**src/pwm_pkg.sv**
```systemverilog
// constants, register map and field layout of the async pwm timer slice
// assumes a word-addressed avalon slave: index n sits at byte 4*n
// ============================================================
// Contract
// - software strobe captures counter into capture_value
// - command_ready_flag drops while capture is pending
// - one event both captures and steers counter
// - fault_control zero at reset, then fuse loaded
// - enable bits gate outputs, fault values on fault
// - output_override drives outputs from state values
// - one ramp: each output uses own states
// - input event forces outputs to fault value
// - four output events, three matches plus programmable
// - match events are one-cycle strobes
// - programmable event is one-cycle strobe
// - blanking trigger shared, blanking event not delayed
// - trigger select 2 delays event by delay_value
// - delay ticks from synchronizer clock prescaler
// - cycle_done_irq set at end of cycle
// - on-time entry flags set on entering on-times
// - request active while flag and enable set
// - both trigger flags ored into one request
// - runs in idle, stops in standby and power-down
// - fault_control write needs key within four cycles
// - event capture action bit enables event capture
package pwm_pkg;
  // ============================================================
  // register indices
  localparam logic [5:0] IDX_CTRL_A = 6'h00;
  localparam logic [5:0] IDX_CTRL_C = 6'h02;
  localparam logic [5:0] IDX_CTRL_D = 6'h03;
  localparam logic [5:0] IDX_CMD = 6'h04;
  localparam logic [5:0] IDX_EV_A = 6'h08;
  localparam logic [5:0] IDX_EV_B = 6'h09;
  localparam logic [5:0] IDX_IRQ_EN = 6'h0c;
  localparam logic [5:0] IDX_IRQ_FLAG = 6'h0d;
  localparam logic [5:0] IDX_STATUS = 6'h0e;
  localparam logic [5:0] IDX_IN_A = 6'h10;
  localparam logic [5:0] IDX_IN_B = 6'h11;
  localparam logic [5:0] IDX_FAULT = 6'h12;
  localparam logic [5:0] IDX_DLY_CTRL = 6'h14;
  localparam logic [5:0] IDX_DLY_VAL = 6'h15;
  localparam logic [5:0] IDX_CAP_A = 6'h22;
  localparam logic [5:0] IDX_CAP_B = 6'h24;
  localparam logic [5:0] IDX_ASET = 6'h28;
  localparam logic [5:0] IDX_ACLR = 6'h2a;
  localparam logic [5:0] IDX_BSET = 6'h2c;
  localparam logic [5:0] IDX_BCLR = 6'h2e;
  localparam logic [5:0] IDX_PROTECT = 6'h30;
  // ============================================================
  // field positions
  localparam int BIT_ENABLE = 0;
  localparam int BIT_OVERRIDE = 0;
  localparam int BIT_SCAP_A = 2;
  localparam int BIT_ACTION = 2;
  localparam int BIT_OVF = 0;
  localparam int BIT_TRIG_A = 2;
  localparam int BIT_TRIG_B = 3;
  localparam int BIT_CMD_READY = 1;
  localparam int BIT_FAULT_EN_A = 4;
  // ============================================================
  // values and counts
  localparam logic [7:0] RST_BYTE = 8'h00;
  localparam logic [7:0] IO_REGISTER_KEY = 8'h9d; // arbitrary value
  localparam logic [2:0] KEY_WINDOW_CYC = 3'h4;
  localparam logic [1:0] CAP_SYNC_CYC = 2'h2;
  localparam logic [3:0] MODE_RESTART = 4'h8;
  localparam logic [1:0] TRIG_OFF = 2'h0;
  localparam logic [1:0] TRIG_BLANK = 2'h1;
  localparam logic [1:0] TRIG_DELAYED = 2'h2;
  localparam logic [1:0] SLEEP_STANDBY = 2'h2;
  typedef enum logic [0:0] {DLY_IDLE = 1'b0, DLY_COUNT = 1'b1} dly_state_e;
endpackage

```
**src/pwm_timer_capture_output_events.sv**
```systemverilog
// counter, capture, output control, events and flags of the pwm timer
// single clock; registers over avalon-mm, answered one cycle after request
//
// Decided for this implementation: the address map and the Avalon-MM register port.
`timescale 1ns/10ps
module pwm_timer_capture_output_events #(
  parameter int CNT_W = 12
) (
  // clock and reset
  input wire logic CLK,
  input wire logic RESET_N,
  // avalon-mm slave
  input wire logic [5:0] ADDRESS,
  input wire logic READ,
  input wire logic WRITE,
  input wire logic [31:0] WRITEDATA,
  output logic [31:0] READDATA,
  output logic WAITREQUEST,
  // system
  input wire logic [7:0] FUSE_CFG,
  input wire logic [1:0] SLEEP_MODE,
  input wire logic EV_IN_A,
  input wire logic EV_IN_B,
  // pins and events
  output logic WO_A,
  output logic WO_B,
  output logic EV_COMPARE_B_CLEAR,
  output logic EV_COMPARE_A_SET,
  output logic EV_COMPARE_B_SET,
  output logic EV_PROG,
  output logic IRQ_OVF,
  output logic IRQ_TRIG
);
  // ============================================================
  // bus slave
  logic ack;
  logic req;
  logic wr;
  logic rd;
  logic [7:0] wbyte;
  assign req = READ | WRITE;
  assign WAITREQUEST = req & ~ack;
  assign wr = WRITE & ack;
  assign rd = READ & ~ack;
  assign wbyte = WRITEDATA[7:0];

  always_ff @(posedge CLK or negedge RESET_N)
    if (!RESET_N)
      ack <= 1'b0;
    else
      ack <= req & ~ack;

  // ============================================================
  // registers
  logic [7:0] ctrl_a, ctrl_c, ctrl_d, irq_en, irq_flag, fault_ctrl;
  logic [7:0] dly_ctrl, dly_val;
  logic [7:0] ev_ctrl [2];
  logic [3:0] in_ctrl [2];
  logic [CNT_W-1:0] aset, aclr, bset, bclr;
  logic [CNT_W-1:0] cnt;
  logic [CNT_W-1:0] capture [2];
  logic [7:0] cap_hi [2];
  logic fuse_pending;
  logic [2:0] key_cnt;
  logic [15:0] wide_w;

  always_ff @(posedge CLK or negedge RESET_N)
    if (!RESET_N)
    begin
      ctrl_a <= pwm_pkg::RST_BYTE;
      ctrl_c <= pwm_pkg::RST_BYTE;
      ctrl_d <= pwm_pkg::RST_BYTE;
      irq_en <= pwm_pkg::RST_BYTE;
      dly_ctrl <= pwm_pkg::RST_BYTE;
      dly_val <= pwm_pkg::RST_BYTE;
      ev_ctrl[0] <= pwm_pkg::RST_BYTE;
      ev_ctrl[1] <= pwm_pkg::RST_BYTE;
      in_ctrl[0] <= 4'h0;
      in_ctrl[1] <= 4'h0;
    end
    else if (wr)
    begin
      if (ADDRESS == pwm_pkg::IDX_CTRL_A)
        ctrl_a <= wbyte;
      else if (ADDRESS == pwm_pkg::IDX_CTRL_C)
        ctrl_c <= wbyte;
      else if (ADDRESS == pwm_pkg::IDX_CTRL_D)
        ctrl_d <= wbyte;
      else if (ADDRESS == pwm_pkg::IDX_IRQ_EN)
        irq_en <= wbyte;
      else if (ADDRESS == pwm_pkg::IDX_DLY_CTRL)
        dly_ctrl <= wbyte;
      else if (ADDRESS == pwm_pkg::IDX_DLY_VAL)
        dly_val <= wbyte;
      else if (ADDRESS == pwm_pkg::IDX_EV_A)
        ev_ctrl[0] <= wbyte;
      else if (ADDRESS == pwm_pkg::IDX_EV_B)
        ev_ctrl[1] <= wbyte;
      else if (ADDRESS == pwm_pkg::IDX_IN_A)
        in_ctrl[0] <= wbyte[3:0];
      else if (ADDRESS == pwm_pkg::IDX_IN_B)
        in_ctrl[1] <= wbyte[3:0];
    end

  // compare bytes are written low and high separately, no staging
  assign wide_w = {wbyte, wbyte};
  always_ff @(posedge CLK or negedge RESET_N)
    if (!RESET_N)
    begin
      aset <= '0;
      aclr <= '0;
      bset <= '0;
      bclr <= '0;
    end
    else if (wr)
    begin
      if (ADDRESS[5:1] == pwm_pkg::IDX_ASET[5:1])
        aset <= set_byte(aset, ADDRESS[0]);
      else if (ADDRESS[5:1] == pwm_pkg::IDX_ACLR[5:1])
        aclr <= set_byte(aclr, ADDRESS[0]);
      else if (ADDRESS[5:1] == pwm_pkg::IDX_BSET[5:1])
        bset <= set_byte(bset, ADDRESS[0]);
      else if (ADDRESS[5:1] == pwm_pkg::IDX_BCLR[5:1])
        bclr <= set_byte(bclr, ADDRESS[0]);
    end

  function automatic logic [CNT_W-1:0] set_byte(
    input logic [CNT_W-1:0] old, input logic hi);
    logic [15:0] v;
    v = 16'(old);
    if (hi)
      v[15:8] = wide_w[15:8];
    else
      v[7:0] = wide_w[7:0];
    return v[CNT_W-1:0];
  endfunction

  // ============================================================
  // protected fault control
  logic key_ok;
  assign key_ok = key_cnt != 3'h0;
  always_ff @(posedge CLK or negedge RESET_N)
    if (!RESET_N)
      key_cnt <= 3'h0;
    else if (wr && ADDRESS == pwm_pkg::IDX_PROTECT
             && wbyte == pwm_pkg::IO_REGISTER_KEY)
      key_cnt <= pwm_pkg::KEY_WINDOW_CYC;
    else if (key_ok)
      key_cnt <= key_cnt - 3'h1;

  // reset clears it, the fuse byte is taken at the first edge after
  always_ff @(posedge CLK or negedge RESET_N)
    if (!RESET_N)
    begin
      fault_ctrl <= pwm_pkg::RST_BYTE;
      fuse_pending <= 1'b1;
    end
    else if (fuse_pending)
    begin
      fault_ctrl <= FUSE_CFG;
      fuse_pending <= 1'b0;
    end
    else if (wr && ADDRESS == pwm_pkg::IDX_FAULT && key_ok)
      fault_ctrl <= wbyte;

  // ============================================================
  // counter, one ramp
  logic run, cyc_end;
  logic [1:0] ev_in, restart, fault_now, wave, ovr_out;
  logic [1:0] fault_hold;
  assign ev_in = {EV_IN_B, EV_IN_A};
  assign run = ctrl_a[pwm_pkg::BIT_ENABLE]
               && SLEEP_MODE < pwm_pkg::SLEEP_STANDBY;
  assign cyc_end = run && cnt >= bclr;

  always_ff @(posedge CLK or negedge RESET_N)
    if (!RESET_N)
      cnt <= '0;
    else if (run)
    begin
      if (cyc_end || restart != 2'b00)
        cnt <= '0;
      else
        cnt <= cnt + CNT_W'(1);
    end

  // ============================================================
  // per channel: capture, input mode, fault and output
  logic [1:0] sync_cnt;
  logic [1:0] sw_pend;
  logic cmd_ready;
  logic st_on_a, st_on_b;
  assign st_on_a = cnt >= aset && cnt < aclr;
  assign st_on_b = cnt >= bset && cnt <= bclr;
  assign wave = {st_on_b, st_on_a};
  // bit0 dead a, bit1 on a, bit6 dead b, bit7 on b
  assign ovr_out[0] = st_on_a ? ctrl_d[1] : ctrl_d[0];
  assign ovr_out[1] = st_on_b ? ctrl_d[7] : ctrl_d[6];
  assign cmd_ready = sync_cnt == 2'h0;

  always_ff @(posedge CLK or negedge RESET_N)
    if (!RESET_N)
    begin
      sync_cnt <= 2'h0;
      sw_pend <= 2'b00;
    end
    else if (wr && ADDRESS == pwm_pkg::IDX_CMD
             && wbyte[pwm_pkg::BIT_SCAP_A+:2] != 2'b00)
    begin
      sw_pend <= sw_pend | wbyte[pwm_pkg::BIT_SCAP_A+:2];
      sync_cnt <= pwm_pkg::CAP_SYNC_CYC;
    end
    else if (!cmd_ready)
    begin
      sync_cnt <= sync_cnt - 2'h1;
      if (sync_cnt == 2'h1)
        sw_pend <= 2'b00;
    end

  logic [1:0] outs;
  genvar i;
  for (i = 0; i < 2; i++)
  begin : g_ch
    logic load;
    assign load = (ev_in[i] && ev_ctrl[i][pwm_pkg::BIT_ACTION])
                  || (sw_pend[i] && sync_cnt == 2'h1);
    assign restart[i] = run && ev_in[i]
                        && in_ctrl[i] == pwm_pkg::MODE_RESTART;
    assign fault_now[i] = ev_in[i] && in_ctrl[i] != 4'h0;

    always_ff @(posedge CLK or negedge RESET_N)
      if (!RESET_N)
        capture[i] <= '0;
      else if (load)
        capture[i] <= cnt;

    // reading the low byte freezes the high byte for the next read
    always_ff @(posedge CLK or negedge RESET_N)
      if (!RESET_N)
        cap_hi[i] <= 8'h00;
      else if (rd && ADDRESS == pwm_pkg::IDX_CAP_A + 6'(2 * i))
        cap_hi[i] <= 8'(capture[i] >> 8);

    // a fault holds its level until the cycle ends
    always_ff @(posedge CLK or negedge RESET_N)
      if (!RESET_N)
        fault_hold[i] <= 1'b0;
      else if (fault_now[i])
        fault_hold[i] <= 1'b1;
      else if (cyc_end)
        fault_hold[i] <= 1'b0;

    // event path stays combinational so a fault reaches the pin at once
    assign outs[i] = fault_ctrl[pwm_pkg::BIT_FAULT_EN_A + i]
      & ((fault_now[i] | fault_hold[i]) ? fault_ctrl[i]
      : (ctrl_c[pwm_pkg::BIT_OVERRIDE] ? ovr_out[i] : wave[i]));
  end

  assign WO_A = outs[0];
  assign WO_B = outs[1];

  // ============================================================
  // flags and requests
  logic [7:0] flag_set, flag_clr;
  always_comb
  begin
    flag_set = 8'h00;
    flag_set[pwm_pkg::BIT_OVF] = cyc_end;
    flag_set[pwm_pkg::BIT_TRIG_A] = run && cnt == aset;
    flag_set[pwm_pkg::BIT_TRIG_B] = run && cnt == bset;
    flag_clr = (wr && ADDRESS == pwm_pkg::IDX_IRQ_FLAG) ? wbyte : 8'h00;
  end

  always_ff @(posedge CLK or negedge RESET_N)
    if (!RESET_N)
      irq_flag <= pwm_pkg::RST_BYTE;
    else
      irq_flag <= (irq_flag & ~flag_clr) | flag_set;

  assign IRQ_OVF = irq_flag[pwm_pkg::BIT_OVF]
                   & irq_en[pwm_pkg::BIT_OVF];
  assign IRQ_TRIG = |(irq_flag[pwm_pkg::BIT_TRIG_B:pwm_pkg::BIT_TRIG_A]
                   & irq_en[pwm_pkg::BIT_TRIG_B:pwm_pkg::BIT_TRIG_A]);

  // ============================================================
  // output events
  logic [3:0] match;
  assign match = {run && cnt == aclr, run && cnt == bset,
                  run && cnt == aset, cyc_end};
  always_ff @(posedge CLK or negedge RESET_N)
    if (!RESET_N)
    begin
      EV_COMPARE_B_CLEAR <= 1'b0;
      EV_COMPARE_A_SET <= 1'b0;
      EV_COMPARE_B_SET <= 1'b0;
    end
    else
    begin
      EV_COMPARE_B_CLEAR <= match[0];
      EV_COMPARE_A_SET <= match[1];
      EV_COMPARE_B_SET <= match[2];
    end

  // trigger and delay are shared with blanking, so blanking never delays
  pwm_pkg::dly_state_e dly_state;
  logic [1:0] trig_mode;
  logic trig, tick;
  logic [2:0] pre_cnt, pre_mask;
  logic [7:0] dcnt;
  assign trig_mode = dly_ctrl[3:2];
  assign trig = match[dly_ctrl[1:0]];
  assign pre_mask = 3'((4'h1 << dly_ctrl[5:4]) - 4'h1);
  assign tick = (pre_cnt & pre_mask) == pre_mask;

  always_ff @(posedge CLK or negedge RESET_N)
    if (!RESET_N)
      pre_cnt <= 3'h0;
    else if (dly_state == pwm_pkg::DLY_COUNT)
      pre_cnt <= pre_cnt + 3'h1;
    else
      pre_cnt <= 3'h0;

  always_ff @(posedge CLK or negedge RESET_N)
    if (!RESET_N)
    begin
      dly_state <= pwm_pkg::DLY_IDLE;
      dcnt <= 8'h00;
      EV_PROG <= 1'b0;
    end
    else
    begin
      EV_PROG <= 1'b0;
      case (dly_state)
        pwm_pkg::DLY_IDLE:
          if (trig && trig_mode != pwm_pkg::TRIG_OFF)
          begin
            if (trig_mode != pwm_pkg::TRIG_DELAYED || dly_val == 8'h00)
              EV_PROG <= 1'b1;
            else
            begin
              dly_state <= pwm_pkg::DLY_COUNT;
              dcnt <= 8'h00;
            end
          end
        pwm_pkg::DLY_COUNT:
          if (tick)
          begin
            dcnt <= dcnt + 8'h01;
            if (dcnt + 8'h01 == dly_val)
            begin
              EV_PROG <= 1'b1;
              dly_state <= pwm_pkg::DLY_IDLE;
            end
          end
        default:
          dly_state <= pwm_pkg::DLY_IDLE;
      endcase
    end

  // ============================================================
  // read mux, unmapped reads as zero
  logic [7:0] rbyte;
  always_comb
  begin
    rbyte = 8'h00;
    if (ADDRESS == pwm_pkg::IDX_CTRL_A)
      rbyte = ctrl_a;
    else if (ADDRESS == pwm_pkg::IDX_CTRL_C)
      rbyte = ctrl_c;
    else if (ADDRESS == pwm_pkg::IDX_CTRL_D)
      rbyte = ctrl_d;
    else if (ADDRESS == pwm_pkg::IDX_EV_A)
      rbyte = ev_ctrl[0];
    else if (ADDRESS == pwm_pkg::IDX_EV_B)
      rbyte = ev_ctrl[1];
    else if (ADDRESS == pwm_pkg::IDX_IRQ_EN)
      rbyte = irq_en;
    else if (ADDRESS == pwm_pkg::IDX_IRQ_FLAG)
      rbyte = irq_flag;
    else if (ADDRESS == pwm_pkg::IDX_STATUS)
      rbyte = 8'(cmd_ready) << pwm_pkg::BIT_CMD_READY;
    else if (ADDRESS == pwm_pkg::IDX_IN_A)
      rbyte = 8'(in_ctrl[0]);
    else if (ADDRESS == pwm_pkg::IDX_IN_B)
      rbyte = 8'(in_ctrl[1]);
    else if (ADDRESS == pwm_pkg::IDX_FAULT)
      rbyte = fault_ctrl;
    else if (ADDRESS == pwm_pkg::IDX_DLY_CTRL)
      rbyte = dly_ctrl;
    else if (ADDRESS == pwm_pkg::IDX_DLY_VAL)
      rbyte = dly_val;
    else if (ADDRESS == pwm_pkg::IDX_CAP_A)
      rbyte = capture[0][7:0];
    else if (ADDRESS == pwm_pkg::IDX_CAP_A + 6'h01)
      rbyte = cap_hi[0];
    else if (ADDRESS == pwm_pkg::IDX_CAP_B)
      rbyte = capture[1][7:0];
    else if (ADDRESS == pwm_pkg::IDX_CAP_B + 6'h01)
      rbyte = cap_hi[1];
  end

  always_ff @(posedge CLK or negedge RESET_N)
    if (!RESET_N)
      READDATA <= 32'h0;
    else if (rd)
      READDATA <= 32'(rbyte);

  // ============================================================
  // assertions
  AST_CMD_DROP: assert property (@(posedge CLK) disable iff (!RESET_N)
    wr && ADDRESS == pwm_pkg::IDX_CMD && wbyte[3:2] != 2'b00
    |=> !cmd_ready ##1 !cmd_ready ##1 cmd_ready)
    else $error("command ready not dropped for two cycles");
  AST_SW_CAPTURE: assert property (@(posedge CLK) disable iff (!RESET_N)
    sw_pend[0] && sync_cnt == 2'h1 && !ev_in[0]
    |=> capture[0] == $past(cnt))
    else $error("software capture value wrong");
  AST_RESTART: assert property (@(posedge CLK) disable iff (!RESET_N)
    restart[1] |=> cnt == '0)
    else $error("restart mode did not clear counter");
  AST_FUSE_LOAD: assert property (@(posedge CLK) disable iff (!RESET_N)
    fuse_pending |=> fault_ctrl == $past(FUSE_CFG) && !fuse_pending)
    else $error("fuse byte not loaded");
  AST_FAULT_PIN: assert property (@(posedge CLK) disable iff (!RESET_N)
    fault_now[0] |-> WO_A == (fault_ctrl[4] & fault_ctrl[0]))
    else $error("fault did not force output a");
  AST_OVERRIDE_B: assert property (@(posedge CLK) disable iff (!RESET_N)
    ctrl_c[0] && fault_ctrl[5] && !fault_now[1] && !fault_hold[1]
    |-> WO_B == (st_on_b ? ctrl_d[7] : ctrl_d[6]))
    else $error("override level wrong on output b");
  AST_MATCH_PULSE: assert property (@(posedge CLK) disable iff (!RESET_N)
    EV_COMPARE_B_CLEAR && bclr != '0 && $stable(bclr) |=> !EV_COMPARE_B_CLEAR)
    else $error("match strobe longer than one cycle");
  AST_DELAY_HOLD: assert property (@(posedge CLK) disable iff (!RESET_N)
    dly_state == pwm_pkg::DLY_IDLE && trig && trig_mode == 2'h2
    && dly_val == 8'h02 && dly_ctrl[5:4] == 2'h0 && $stable(dly_ctrl)
    |=> !EV_PROG ##1 !EV_PROG ##1 EV_PROG)
    else $error("delayed event wrong cycle");
  AST_KEY_GUARD: assert property (@(posedge CLK) disable iff (!RESET_N)
    wr && ADDRESS == pwm_pkg::IDX_FAULT && !key_ok && !fuse_pending
    |=> $stable(fault_ctrl))
    else $error("unprotected write changed fault control");
  AST_SLEEP_STOP: assert property (@(posedge CLK) disable iff (!RESET_N)
    SLEEP_MODE >= 2'h2 |=> $stable(cnt))
    else $error("counter ran in deep sleep");
  AST_IRQ_HOLD: assert property (@(posedge CLK) disable iff (!RESET_N)
    IRQ_OVF && !(wr && (ADDRESS == pwm_pkg::IDX_IRQ_FLAG
    || ADDRESS == pwm_pkg::IDX_IRQ_EN)) |=> IRQ_OVF)
    else $error("request dropped without clear");
  AST_OVF_SET: assert property (@(posedge CLK) disable iff (!RESET_N)
    cyc_end |=> irq_flag[0])
    else $error("cycle done flag not set");
  COV_SW_CAPTURE: cover property (@(posedge CLK) $rose(cmd_ready));
  COV_DELAYED: cover property (@(posedge CLK) EV_PROG && trig_mode == 2'h2);
  COV_FAULT: cover property (@(posedge CLK) fault_now[1] && WO_B);
endmodule // pwm_timer_capture_output_events

```
**config.mk**
```make
export PLATFORM = sky130hd
export DESIGN_NAME = pwm_timer_capture_output_events
export DESIGN_NICKNAME = d
export VERILOG_FILES = /design/src/pwm_pkg.sv /design/src/pwm_timer_capture_output_events.sv
export SDC_FILE = /design/constraint.sdc
export NUM_CORES = 1
export LEC_CHECK = 0
export ABC_AREA = 1
export BUFFER_PORTS_ARGS = -buffer_cell sky130_fd_sc_hd__buf_2
export CELL_PAD_IN_SITES_DETAIL_PLACEMENT = 1
export CELL_PAD_IN_SITES_GLOBAL_PLACEMENT = 2
export CORE_MARGIN = 1
export CORE_UTILIZATION = 36
export DETAILED_ROUTE_END_ITERATION = 6
export GPL_TIMING_DRIVEN = 0
export PLACE_DENSITY = 0.81
export SYNTH_ARGS = -nofsm -noshare
export SYNTH_HDL_FRONTEND = slang
export SYNTH_SLANG_ARGS = --single-unit
```
**constraint.sdc**
```tcl
create_clock -name CLK -period 2.75 [get_ports CLK]
set_clock_uncertainty 0.1 [all_clocks]
set_input_delay 0.275 -clock CLK [delete_from_list [all_inputs] [get_ports CLK]]
set_output_delay 0.275 -clock CLK [all_outputs]
set_load 0.02 [all_outputs]
```
After elaboration in Yosys (flattened, before gate mapping)
Index checks and enable logic that the tools add are counted. Widths: inputs -> output; s select.

Flip-flop bits (word level): 215. Output and inout port bits: 41. Word-level logic and storage cells: 240.

Add/sub/neg operators: 6. Order comparisons: 7. Equal/unequal tests: 36. Shifts and indexed selects: 1. Multiplexer cells: 54. Bitwise operators: 30. Reductions and logical operators: 66.

Operators by type and width (number): $mux 8 (22); $eq 12x12->1 (3); $ge 12x12->1 (3); $eq 6x4->1 const B (5); $eq 6x5->1 const B (5); $eq 6x6->1 const B (5); $logic_and 1x1->1 (27); $eq 5x5->1 const B (4); $mux 1 (18); $reduce_and 6->1 (3); $pmux 8 s2 (1); $reduce_bool 2->1 (8); $not 1->1 (15); $reduce_and 5->1 (3); $add 12x1->12 const B (1); $eq 6x2->1 const B (2); $le 12x12->1 (1); $lt 12x12->1 (1); $mux 12 (1); $reduce_and 3->1 (4); $reduce_and 4->1 (3); $reduce_and 11->1 (1); $mux 2 (5); $reduce_and 10->1 (1); 38 further kinds (58).

Depth between registers and ports, before layout
Depth in word-level cells: 18. Mapped depth: 17. Depth with buffers taken out: 16.

Least setup slack after synthesis
Ideal clock, no wire load.

Path type: register -> output. From: reg cnt[7]. To: out WO_A. Arrival: 1.808 ns. Data required time: 2.375 ns. Path slack: 0.567 ns. Cell stages (with the launch flop): 9. Path buffers: 0. Cell sequence: dfrtp_1 -> ha_1 -> nand4_1 -> nor3_1 -> inv_1 -> o211ai_1 -> a22o_1 -> nand2_1 -> a21oi_1.

Word-level cells in the longest chain between the ends: 6. Elaborated cells on any way between the ends: 7. Classes of those cells: order compare: 2; mux: 3; bitwise: 1; reduce/logical: 1.

RTL lines: start: declaration (line pwm_timer_capture_output_events.sv:60) `logic [CNT_W-1:0] cnt;`; start signal: assignment (line pwm_timer_capture_output_events.sv:184) `cnt <= cnt + CNT_W'(1);`; $ge 12x12->1 or $lt 12x12->1 (tied branches) (line pwm_timer_capture_output_events.sv:193) `assign st_on_a = cnt >= aset && cnt < aclr;`; $logic_and 1x1->1 (*) (line pwm_timer_capture_output_events.sv:193); $mux 1 (line pwm_timer_capture_output_events.sv:197) `assign ovr_out[0] = st_on_a ? ctrl_d[1] : ctrl_d[0];`; $mux 1 (*) (line pwm_timer_capture_output_events.sv:256) `: (ctrl_c[pwm_pkg::BIT_OVERRIDE] ? ovr_out[i] : wave[i]));`; $mux 1 (*) (line pwm_timer_capture_output_events.sv:255) `& ((fault_now[i] | fault_hold[i]) ? fault_ctrl[i]`; $and 1x1->1 (*) (line pwm_timer_capture_output_events.sv:255); end: declaration (line pwm_timer_capture_output_events.sv:25) `output logic WO_A,`.

Every way passes the cells marked *; elsewhere a longest branch is shown, timed or not.

Final worst setup path
From: reg cnt[11]. To: out WO_B.

Word-level cells in the longest chain between the ends: 6. Elaborated cells on any way between the ends: 7. Classes of those cells: order compare: 2; mux: 3; bitwise: 1; reduce/logical: 1.

RTL lines: $ge 12x12->1 or $le 12x12->1 (tied branches) (line pwm_timer_capture_output_events.sv:194) `assign st_on_b = cnt >= bset && cnt <= bclr;`; $logic_and 1x1->1 (*) (line pwm_timer_capture_output_events.sv:194); $mux 1 (line pwm_timer_capture_output_events.sv:198) `assign ovr_out[1] = st_on_b ? ctrl_d[7] : ctrl_d[6];`; $mux 1 (*) (line pwm_timer_capture_output_events.sv:256); $mux 1 (*) (line pwm_timer_capture_output_events.sv:255); $and 1x1->1 (*) (line pwm_timer_capture_output_events.sv:255); end: declaration (line pwm_timer_capture_output_events.sv:26) `output logic WO_B,`.

Marks and branches as above.

==> flow_metrics.tcl <==
set metrics [dict create \
    setup_viol 5 \
    routabilityCongestion 0.812 \
    die_area_mm2 0.0321 \
    antenna_cells 0 \
    power_density_mw_per_mm2 763 \
    grt_pass1_wl_um 57600 \
    synthMuxAreaShare 0 \
    fin_setup_tns_ps -644 \
    drt_pre_antenna_iters 7 \
    grt_setup_unrepaired "true" \
    yosysTopAreaCell "dfrtp_1" \
    slew_headroom 0.299 \
    num_rows 64 \
    worst_pin_slew_ps 1050 \
    coreArea_mm2 0.0307 \
    start_kind "register" \
    h-tree-depth 1 \
    cts_buffers 27 \
    worst_slack_ps -311 \
    ys_async_sr_fraction 1.00 \
    clk_latency_ps 550 \
    post-dp-hpwl_um 26200 \
    drv_cap 0 \
    drc 4 \
    violations "design-rule violations, negative setup slack" \
    vias 9794 \
    grtUsageTotal 0.240 \
    ys_types 48 \
    finalHoldViolations 0 \
    crit_end "WO_B" \
    crit_arrival_ps 2690 \
    synth-xor-area-share 0.00931 \
    synth.area.top_cells "dfrtp_1 (47%), nand2_1 (11%), o21ai_0 (7.2%), ha_1 (6.1%), inv_1 (5.3%)" \
    ff2ff_setup_slack_ps -20 \
    wl_um 37400 \
    ys_warn_count 0 \
    synth-main-ff-cell "dfrtp_1" \
    leakage_nw 6.58 \
    design_area_mm2 0.0138 \
    hp-class "primary input to register" \
    r2r_start "cnt[10]" \
    drive_gt1_frac 0.165 \
    synth_top_family_by_area "simple AND/OR/NAND/NOR gates" \
    synth_cells 1370 \
    crit_fanout 5 \
    clk_pin_slew_ps 60 \
    layout_min_cycle_time_ps 3060 \
    ys_seq_elements 215 \
    r2r_end "dcnt[7]" \
    fmax_mhz 327 \
    cts_tree "done" \
    syn_avg_cell_area_um2 8.24 \
    crit_type "register to output port" \
    synth_compound_area_frac 0.140 \
    synth_area_mm2 0.0113 \
    ys_seq_area_frac 0.477 \
    slew_viol_final 0 \
    synthAdderAreaFrac 0.0610 \
    wl_per_cell_um 19.4 \
    syn2layout_area_growth_pct 21.9 \
    antenna_found_initial 0 \
    grt-ovfl-total 0 \
    synth_top_area_share 0.475 \
    grt_max_degree 110 \
    cp-end-kind "output port" \
    first_iter_violations 593 \
    cts-root-buf "clkbuf_16" \
    clock_sinks 215 \
    ant_nets 0 \
    synthSimpleGateAreaFrac 0.226 \
    start_util 0.367 \
    avgViaCountPerCell 5.08 \
    die_w_um 179 \
    status "complete, but fails checks" \
    ff2ff_path_depth 15 \
    grt_pass1_vias 10000 \
    crit_path_start "cnt[11]" \
    portBuffers 44 \
    peakVddDrop_mv 0.496 \
    final_nets 1620 \
    period_share 1.11 \
    fp.dieH_um 179 \
    cts_buffer_depth 3 \
    dpl_cell_area_mm2 0.0121 \
    ios 95 \
    cp.required_ps 2380 \
    synth_edf_count 0 \
]
-- routing by layer --
layer / global-route usage / part of all wire
met5: 0 / 0
met4: 0.0696 / 0.029
met2: 0.395 / 0.47
met1: 0.334 / 0.47
met3: 0.0231 / 0.025
-- how the worst min path moves through the flow --
stage,to,slack (ps),cells past startpoint,startpoint
after CTS,fault_hold[1],120,5,EV_IN_B
after global routing,fault_hold[1],150,5,EV_IN_B
after detailed placement,cnt[9],300,1,RESET_N
after floorplan,EV_COMPARE_A_SET,-120,0,RESET_N
after global placement,ack,350,1,ack
final,fault_hold[1],150,5,EV_IN_B
-- cell families (layout without fill, tap and decap cells) --
group                      after synthesis  in the layout
and+or+nand+nor                        575            575
xor gates and xnor gates                12             12
AOI/OAI and AO/OA                      286            286
other                                    1             25
adders and majority gates               55             55
buffers and inverters                  226            364
DFF                                    215            215
-- sequential cells by signal (all words and copies together), names as in the netlist, 12 cells and up --
register  flops
aset         12
ev_ctrl      16
bset         12
bclr         12
cnt          12
aclr         12
capture      24
-- area by class of cell --
class                           count  area [um^2]
Buffer                             55          328
Fill cell                        3700        17000
Timing Repair Buffer               88          686
Clock inverter                      6         87.6
Tap cell                          396          495
Inverter                          171          648
Sequential cell                   215         5400
Multi-Input combinational cell    953         5280
Clock buffer                       44          840
-- critical path, stage by stage (launching register included) --
cell and delay (ps):
dfrtp_2 490, buf_4 180, ha_4 270, nand4_1 150
nor2_2 160, nand2_1 90, nand3_1 100, nand2_2 100
o21ai_4 100, o21ai_2 120, a21oi_2 240, buf_6 150
-- what timing repair did --
| item | CTS | global route |
|---|---|---|
| endpoints found under the setup margin | 22 | 12 |
| pin swaps | 16 | 14 |
| setup buffers | 23 | 1 |
| endpoints found under the hold margin | 121 | 0 |
| hold buffers | 20 | 0 |
| resized for setup | 51 | 20 |
| gates cloned | 0 | 0 |
-- stage by stage --
step | std cells | utilization | total power [mW] | hold WS, ps | setup WS, ps
after detailed placement | 1835 | 0.394 | 6.40 | 303 | -373
after global routing | 1928 | 0.447 | 11.1 | 146 | -412
after CTS | 1927 | 0.444 | 10.5 | 117 | -288
final | 1928 | 0.447 | 10.5 | 147 | -311
after global placement | 1834 | 0.393 | 6.27 | 348 | -2750
after floorplan | 1394 | - | 5.53 | -121 | 567
-- power by group --
group	switching [mW]	total, mW	internal, mW
Combinational	1.66	2.72	1.05
Sequential	0.430	4.09	3.66
Clock	1.43	3.69	2.26
Total	3.52	10.5	6.97
-- cell usage in the layout, fill, tap and decap left out, types with 4 or more instances in the layout --
cell type,n
o21ai_0,156
dfrtp_1,203
nor3_1,17
nand3_1,51
buf_4,39
o211ai_1,6
a22o_1,4
ha_4,9
nor2_4,5
nor2_2,9
nor3b_1,5
dfrtp_2,11
buf_6,13
conb_1,25
nand2_1,327
dlygate4sd3_1,20
ha_1,46
nor3_2,6
buf_2,45
a31oi_1,4
a21oi_1,61
o21ai_2,18
o22ai_1,6
clkbuf_1,30
nand4_1,24
clkbuf_8,10
nand2_4,5
inv_2,10
a221oi_1,4
nor2_1,89
a211oi_1,4
nand2_2,15
xor2_1,9
clkbuf_16,27
o21ai_1,10
inv_1,157
-- cell usage after synthesis, types with 3 or more instances --
| library cell | instances |
|---|---|
| a211oi_1 | 4 |
| a21oi_1 | 64 |
| a221oi_1 | 5 |
| a22o_1 | 4 |
| a31oi_1 | 4 |
| buf_2 | 4 |
| buf_4 | 25 |
| buf_6 | 3 |
| clkbuf_1 | 23 |
| dfrtp_1 | 214 |
| ha_1 | 55 |
| inv_1 | 159 |
| inv_2 | 9 |
| nand2_1 | 333 |
| nand2_2 | 10 |
| nand2_4 | 4 |
| nand3_1 | 53 |
| nand4_1 | 24 |
| nor2_1 | 92 |
| nor2_2 | 7 |
| nor2_4 | 4 |
| nor3_1 | 19 |
| nor3_2 | 4 |
| nor3b_1 | 5 |
| nor4_1 | 4 |
| o211ai_1 | 6 |
| o21a_1 | 3 |
| o21ai_0 | 162 |
| o21ai_1 | 8 |
| o21ai_2 | 16 |
| o22ai_1 | 6 |
| or2_0 | 3 |
| or2_2 | 3 |
| xnor2_1 | 3 |
| xor2_1 | 9 |
(Power assumes the default switching activity.)
